[src/cias_regs.svh]
`ifndef CIAS_REGS_SVH
`define CIAS_REGS_SVH

`define CIAS_ADDR_W       32
`define CIAS_PAGE_BITS    11
`define CIAS_CROSS_BIT    11
`define CIAS_HIGH_LSB     24
`define CIAS_LIST_STEP    32'h00000004
`define CIAS_PAGE_MASK    32'h000007FF
`define CIAS_HIGH_MASK    32'hFF000000
`define CIAS_ZERO_ADDR    32'h00000000

`endif

[src/cias_pkg.sv]
package cias_pkg;
  typedef enum logic [2:0] {
    CIAS_IDLE  = 3'b000,
    CIAS_FIRST = 3'b001,
    CIAS_XFER  = 3'b011,
    CIAS_NEXT  = 3'b010,
    CIAS_CHECK = 3'b110
  } cias_state_type;

  typedef struct packed {
    cias_state_type state;
    logic [31:0]    data_addr;
    logic [31:0]    list_ptr;
    logic           indirect;
    logic           backward;
    logic           fetch_req;
    logic [31:0]    fetch_addr;
    logic           prog_check;
    logic           busy;
  } cias_regs_type;
endpackage

[src/cias_sequencer.sv]
`timescale 1ns/1ps
`default_nettype none
`include "cias_regs.svh"

// What this block does
// - Indirect flag set means command address points to the address list.
// - Transfer may stop after any byte, but not while a list word is fetched, leaving the last page partly used.
// - Page end is low eleven bits wrapping; direction picks wrap sense.
// - Later list words unaligned or with nonzero high byte cause program check.
// - Byte-multiplexer unit control word holds a fourth word, the list pointer.
// - On indirect entry store pointer, fetch first word as data address.
// - Compare bit 4 of byte 2 before and after update for crossings.
// - On crossing fetch next list word through the stored pointer.
// - Every chained command word has its indirect flag tested afresh.
// - Console printer uses the same indirect handling as the multiplexer.
// - Only start-I/O operations use indirect lists; maintenance stays untranslated.
// - Works in basic-control and extended-control modes alike.
module cias_sequencer (
  input  wire logic        core_clk,
  input  wire logic        rst_n,
  input  wire logic        cmd_valid,
  input  wire logic        cmd_indirect_flag,
  input  wire logic        cmd_read_backward,
  input  wire logic        cmd_start_io,
  input  wire logic        cmd_extended_control_mode,
  input  wire logic [31:0] cmd_data_addr,
  input  wire logic        byte_step,
  input  wire logic        xfer_end,
  input  wire logic        mem_ready,
  input  wire logic [31:0] mem_rdata,
  output logic             cmd_ready,
  output logic             mem_req,
  output logic [31:0]      mem_addr,
  output logic [31:0]      data_addr,
  output logic             data_addr_valid,
  output logic [31:0]      unit_control_word_list_ptr,
  output logic             program_check,
  output logic             xfer_stall
);
  import cias_pkg::*;

  // ==========================================================
  // Sequencer state.

  // The whole sequencer state lives in one record so that reset and the
  // clocked update treat every field alike.
  cias_regs_type r;
  cias_regs_type next_r;

  // ==========================================================
  // Address arithmetic.

  // Later list words must start a page and carry nothing in the top byte.
  function automatic logic list_word_bad(input logic [31:0] w);
    logic misaligned;
    logic high_set;
    misaligned    = (w & `CIAS_PAGE_MASK) != `CIAS_ZERO_ADDR;
    high_set      = (w & `CIAS_HIGH_MASK) != `CIAS_ZERO_ADDR;
    list_word_bad = misaligned || high_set;
  endfunction

  // Moves the data address one byte in the direction of the transfer.
  function automatic logic [31:0] step_addr(
    input logic [31:0] addr,
    input logic        backward
  );
    if (backward) begin
      step_addr = addr - 32'h00000001;
    end else begin
      step_addr = addr + 32'h00000001;
    end
  endfunction

  // A change of the watched address bit means a page boundary was passed.
  // Watching one bit works in both directions, since a wrap of the low
  // page bits always flips the bit just above them.
  function automatic logic page_crossed(
    input logic [31:0] before_addr,
    input logic [31:0] after_addr
  );
    page_crossed = before_addr[`CIAS_CROSS_BIT] != after_addr[`CIAS_CROSS_BIT];
  endfunction

  // The list pointer moves on by one list word after every fetch.
  function automatic logic [31:0] advance_ptr(input logic [31:0] ptr);
    advance_ptr = ptr + `CIAS_LIST_STEP;
  endfunction

  // A fresh page is entered at its low end going forward and at its high
  // end going backward, so the first byte moved lies inside the new page.
  function automatic logic [31:0] page_entry(
    input logic [31:0] word,
    input logic        backward
  );
    if (backward) begin
      page_entry = word | `CIAS_PAGE_MASK;
    end else begin
      page_entry = word;
    end
  endfunction

  // ==========================================================
  // Command entry decode.

  // Maintenance alter and display never go through the list, whatever
  // the flag says, so the flag only counts under start I/O.
  // Both control modes behave alike, so the mode input selects nothing.
  logic        entry_indirect;
  logic [31:0] stepped_addr;
  logic        crossing;

  assign entry_indirect = cmd_indirect_flag && cmd_start_io;
  assign stepped_addr   = step_addr(r.data_addr, r.backward);
  assign crossing       = r.indirect && page_crossed(r.data_addr, stepped_addr);

  // ==========================================================
  // Next-state logic.
  always_comb begin
    next_r = r;
    case (r.state)
      // Idle: a command is taken and its flag decides the addressing.
      CIAS_IDLE: begin
        if (cmd_valid) begin
          next_r.backward   = cmd_read_backward;
          next_r.prog_check = 1'b0;
          next_r.busy       = 1'b1;
          if (entry_indirect) begin
            next_r.indirect   = 1'b1;
            next_r.list_ptr   = cmd_data_addr;
            next_r.fetch_addr = cmd_data_addr;
            next_r.fetch_req  = 1'b1;
            next_r.state      = CIAS_FIRST;
          end else begin
            next_r.indirect  = 1'b0;
            next_r.data_addr = cmd_data_addr;
            next_r.state     = CIAS_XFER;
          end
        end
      end
      // First list word: it may point anywhere inside a page.
      CIAS_FIRST: begin
        if (mem_ready) begin
          next_r.fetch_req = 1'b0;
          next_r.data_addr = mem_rdata;
          next_r.list_ptr  = advance_ptr(r.list_ptr);
          next_r.state     = CIAS_XFER;
        end
      end
      // Transfer: each byte moves the address; a crossing fetches the
      // next list word before any further byte is accepted.
      CIAS_XFER: begin
        if (xfer_end) begin
          next_r.busy  = 1'b0;
          next_r.state = CIAS_IDLE;
        end else if (byte_step) begin
          next_r.data_addr = stepped_addr;
          if (crossing) begin
            next_r.fetch_addr = r.list_ptr;
            next_r.fetch_req  = 1'b1;
            next_r.state      = CIAS_NEXT;
          end
        end
      end
      // Later list word: checked before it may become the data address.
      CIAS_NEXT: begin
        if (mem_ready) begin
          next_r.fetch_req = 1'b0;
          next_r.list_ptr  = advance_ptr(r.list_ptr);
          if (list_word_bad(mem_rdata)) begin
            next_r.prog_check = 1'b1;
            next_r.state      = CIAS_CHECK;
          end else begin
            next_r.data_addr = page_entry(mem_rdata, r.backward);
            next_r.state     = CIAS_XFER;
          end
        end
      end
      // Program check: the operation ends at once and the flag stays up
      // until the next command is taken.
      CIAS_CHECK: begin
        next_r.busy  = 1'b0;
        next_r.state = CIAS_IDLE;
      end
      // An unused state code falls back to idle.
      default: begin
        next_r.state = CIAS_IDLE;
      end
    endcase
  end

  // ==========================================================
  // State register.

  // Reset is synchronous; a command may follow on the first edge after
  // release, since idle is the reset state.
  always_ff @(posedge core_clk) begin
    if (!rst_n) begin
      r <= '0;
    end else begin
      r <= next_r;
    end
  end

  // ==========================================================
  // Outputs; console printer and multiplexer share this path.

  // Handshake outputs follow the state directly.
  // The stall holds the data path while a list word is being fetched.
  assign cmd_ready                  = (r.state == CIAS_IDLE);
  assign data_addr_valid            = (r.state == CIAS_XFER);
  assign xfer_stall                 = r.busy && (r.state != CIAS_XFER);

  // Data outputs come straight from the registered state.
  assign mem_req                    = r.fetch_req;
  assign mem_addr                   = r.fetch_addr;
  assign data_addr                  = r.data_addr;
  assign unit_control_word_list_ptr = r.list_ptr;
  assign program_check              = r.prog_check;
endmodule // cias_sequencer

`default_nettype wire

[config.mk]
export PLATFORM = sky130hd
export DESIGN_NAME = cias_sequencer
export DESIGN_NICKNAME = d
export VERILOG_FILES = /design/src/cias_pkg.sv /design/src/cias_sequencer.sv
export VERILOG_INCLUDE_DIRS = /design/src
export SDC_FILE = /design/constraint.sdc
export NUM_CORES = 1
export LEC_CHECK = 0
export BUFFER_PORTS_ARGS = -buffer_cell sky130_fd_sc_hd__buf_2
export CAP_MARGIN = 20
export CORE_ASPECT_RATIO = 1.5
export CORE_UTILIZATION = 57
export CTS_BUF_LIST = sky130_fd_sc_hd__clkbuf_2
export CTS_CLUSTER_SIZE = 40
export DETAILED_ROUTE_END_ITERATION = 8
export PLACE_DENSITY = 0.83
export SYNTH_ARGS = -nofsm -noshare
export SYNTH_HDL_FRONTEND = slang
export SYNTH_SLANG_ARGS = --single-unit
[constraint.sdc]
create_clock -name core_clk -period 8.3 [get_ports core_clk]
set_input_delay 0.83 -clock core_clk [delete_from_list [all_inputs] [get_ports core_clk]]
set_output_delay 0.83 -clock core_clk [all_outputs]
set_load 0.02 [all_outputs]
Yosys cells after proc, flatten, opt, wreduce, memory -nomap -nowiden
Index checks and enable logic that the tools add are counted.

Register bits after elaboration: 104. Input port bits: 74. Word-level logic and storage cells: 84.

Add/sub/neg operators: 3. Eq/ne operators: 20. Multiplexer cells: 30. Reduce and logical (&&, ||, !) cells: 22.

Operator list (number): $mux 32 (5); $mux 67 (2); $mux 33 (4); $pmux 32 s4 (1); $mux 104 (1); $pmux 32 s3 (1); $pmux 32 s2 (1); $reduce_bool 32->1 (2); $mux 35 (1); $add 32x1->32 const B (1); $add 32x3->32 const B (1); $sub 32x1->32 const B (1); $ne 2x2->1 const B (9); $pmux 3 s4 (1); $mux 11 (1); $reduce_and 5->1 (2); $mux 3 (3); $reduce_bool 3->1 (3); $reduce_and 8->1 (1); $reduce_and 7->1 (1); $eq 3x2->1 const B (2); $ne 2x1->1 const B (3); $ne 3x2->1 const B (2); $pmux 1 s3 (2); 17 further kinds (24).

Depth between registers and ports, before layout
Depth in word-level cells: 8. Mapped depth: 11. Gate-level depth less buffers: 10.

Worst setup path after synthesis
No wires, ideal clock.

Path type: register to register. Start: register r[35] in the netlist's numbering. End: register r[103] in the netlist's numbering. Arrival time: 2953 ps. Data required time: 8184 ps. Slack: 5231 ps. Cell stages (with the launch flop): 10. Path buffers: 1. Clock period less this slack: 3069 ps. Cell sequence: dfxtp_1 > ha_1 > buf_6 > a21o_1 > or4_1 > nand3_2 > nor2_4 > xor2_1 > a311o_1 > and4_1.

Word-level cells in the longest chain between the ends: 5.

RTL lines: start, declared (line cias_sequencer.sv:47) `cias_regs_type r;`; start signal, assigned (line cias_sequencer.sv:200) `r <= next_r;`; $mux 32 (line cias_sequencer.sv:67) `if (backward) begin`; $ne 1x1->1 (line cias_sequencer.sv:81) `` page_crossed = before_addr[`CIAS_CROSS_BIT] != after_addr[`CIAS_CROSS_BIT]; ``; $logic_and 1x1->1 (line cias_sequencer.sv:114) `assign crossing = r.indirect && page_crossed(r.data_addr, stepped_addr);`; $ne 3x2->1 (no line); $reduce_and 5->1 (no line).

Every way passes these cells. A chain may end at the register's enable or synchronous reset.

Worst setup path in the final report
Start: register r[35] in the netlist's numbering. End: register r, in the netlist mem_addr[11].

Word-level cells in the longest chain between the ends: 5.

RTL lines (line): $mux 32 (cias_sequencer.sv:67); $ne 1x1->1 (cias_sequencer.sv:81); $logic_and 1x1->1 (cias_sequencer.sv:114); $ne 2x1->1 (no line); $reduce_and 6->1 (no line).

Every way passes these cells.

==> flow_metrics.py <==
metrics = {
    "setup_path": {
        "cp_top_family": "multiplexers",
        "cp-end-kind": "flip-flop",
        "cp_data_required_time_ns": 8.88,
        "path_class": "reg2reg",
        "cp_max_fo": 34,
        "path_buf_inv": 1,
        "arrival_ns": 4.04,
        "crit_slowest_cell": "mux2i_4",
        "path_cells": "buf_4 > ha_1 > a21oi_1 > o21ai_1 > or4_1 > nand3_2 > nor2_4 > mux2i_4 > a21oi_1 > a21oi_1",
        "cpMostUsedCell": "a21oi_1",
        "critPathMaxStageDelay_ns": 0.84,
        "critPathLaunchType": "flip-flop",
    },
    "routing": {
        "routed_wl_um": 24600,
        "routed_via_density": 6.70,
        "num_vias": 8507,
        "drcViolationCount": 0,
        "antenna_left": 0,
        "wl_per_cell_um": 19.4,
        "drt_iter0_drc": 779,
        "firstDrtPassIters": 5,
    },
    "timing": {
        "slew_headroom_pct": 29.1,
        "setup_tns_ns": 0,
        "setup-violations-final": 0,
        "whs_ns": 0.427,
        "setup_ws_ns": 4.84,
        "min_period_over_period_pct": 41.7,
        "worstMarginPinSlew_ns": 1.04,
        "fin_skew_ns": 0.0268,
        "final_max_slew_viol_count": 0,
        "hold_viol_final": 0,
        "rsz0062_at_grt": "false",
        "fin_crit_ns": 3.46,
        "max_freq_mhz": 289,
    },
    "floorplan": {
        "die_area_um2": 14500,
        "die_h_um": 147,
        "core-area_um2": 13600,
        "std_cell_rows": 52,
        "io_pins": 175,
        "start_util_pct": 58.8,
        "die_w_um": 98.7,
    },
    "yosys": {
        "synth_edf_count": 0,
        "syn_inst": 1082,
        "synth_ff_type": "dfxtp_1",
        "syn_avg_cell_area_um2": 7.39,
        "netlist_area_um2": 8000,
        "postSynthNetCount": 1188,
        "synth_cell_types": 76,
        "ys_async_sr_fraction_pct": 0,
        "synth-seq-cells": 104,
        "ys_seq_area_share_pct": 26.0,
        "yosysWarnings": 0,
    },
    "global_route": {
        "grt_pass1_wl_um": 38200,
        "first_global_vias": 7507,
        "grt_max_degree": 86,
        "antenna_found_initial": 1,
        "grt_usage_pct": 33.0,
        "overflow": 0,
    },
    "pwr": {
        "ir_drop_mv": 0.116,
        "p_per_area_nw_per_um2": 244,
        "p_leak_nw": 3.36,
        "p_total_mw": 2.01,
    },
    "cells_and_area": {
        "final_util_pct": 60.7,
        "multi_input_area_um2": 4800,
        "ff_latch_area_um2": 2080,
        "final.fill_count": 1293,
        "fin_area_um2": 8250,
        "final_cells": 1270,
        "nets": 1208,
        "area_delta_synth_final_pct": 3.15,
        "layout_common_cells": "173 x buf_2, 123 x a21oi_1, 104 x dfxtp_1, 84 x nor2_1, 79 x nand2_1",
        "final_common_cell": "buf_2",
        "drive_gt1_share_pct": 20.7,
    },
    "cts": {
        "post-cts-setup-buffer-count": 0,
        "clock_latency_ns": 0.63,
        "cts.sinks": 104,
        "cts_tree": "yes",
        "postCtsHoldBufs": 0,
        "clk_pin_slew_ns": 0.30,
        "cts_resized": 0,
        "clockBufferDepth": 2,
        "htree_levels": 3,
        "cts_root_buffer": "clkbuf_2",
        "cts_buffers": 9,
    },
    "placed_design": {
        "dpl.cell_count": 1253,
        "gp_congestion": 0.941,
        "place_ws_ns": 4.55,
        "placed_area_um2": 8120,
        "port_buffers": 173,
        "dp_hpwl_um": 17500,
    },
    "status": {
        "status": "completed",
    },
    "min_path": {
        "hp-class": "in2reg",
    },
    "flow_run": {
        "drv_cap": 0,
    },
}
==> area by class of cell <==
class	count	area share (%)
Sequential cell	104	25.2
Clock buffer	10	0.607
Multi-Input combinational cell	780	58.2
Antenna cell	1	0.0303
Tap cell	162	2.46
Timing Repair Buffer	184	11.5
Inverter	23	1.05
Clock inverter	6	0.910
==> sequential cells by signal, summed over array words and instances, names as in the netlist <==
name,cells
program_check,1
mem_addr,32
r,6
unit_control_word_list_ptr,32
data_addr,32
mem_req,1
==> synth_stat cells (9+ instances only) <==
master    number  area (um^2)
nor2_1        86          323
a31oi_1       32          200
a311oi_1      10         87.6
buf_4         96          721
nand4_1       12         75.1
o21ai_0       77          385
dfxtp_1      104         2080
inv_1         21         78.8
a32oi_1       41          359
xor2_1        15          131
buf_1          9         33.8
a21oi_1      123          616
xnor2_1       12          105
buf_2         15         75.1
clkbuf_1      51          191
nand2_1       79          297
nor3_1        22          110
ha_1          31          388
and3_1        12         75.1
nor4_1         9         56.3
nand3_1       70          350
==> power by group <==
part / internal (mW) / switching (mW) / total [mW]
Clock: 0.0756 / 0.192 / 0.268
Combinational: 0.353 / 0.683 / 1.04
Sequential: 0.593 / 0.118 / 0.710
==> cell families (layout without fill, tap and decap cells) <==
kind of cell               after synthesis  count (layout)  synth area share, %
AOI/OAI and AO/OA                      379             379                 30.3
adders and majority gates               32              32                 5.10
and+or+nand+nor                        338             338                 20.5
muxes                                    4               4                0.735
xor gates and xnor gates                27              27                 2.96
DFF                                    104             104                 26.0
buffers and inverters                  198             223                 14.4
other                                    0               1                    0
==> worst min-delay path, cell delays in order <==
cell and delay, ns:
buf_2 0.09, nand3_1 0.06, a21oi_1 0.06
==> metal layers <==
layer  vias to the layer above  global-route usage [%]  wire [um]  part of all wire [%]
li1                       3963                       -          -                     -
met1                      3932                    40.8       9190                    37
met2                       500                    53.9      11600                    47
met3                       112                    5.19       2350                   9.5
met4                         0                    20.1       1450                   5.9
met5                         -                       0          0                     0
==> path summary, 6_finish.rpt <==
check	startpoint	end	slack, ns	cells past startpoint
setup reg to reg	r[35]	mem_addr[11]	4.84	10
hold / removal	cmd_read_backward	r[35]	0.43	3
hold reg to reg	mem_addr[28]	mem_addr[28]	0.48	2
setup / recovery	r[35]	mem_addr[11]	4.84	10
Power figures use the tool's default switching activity.
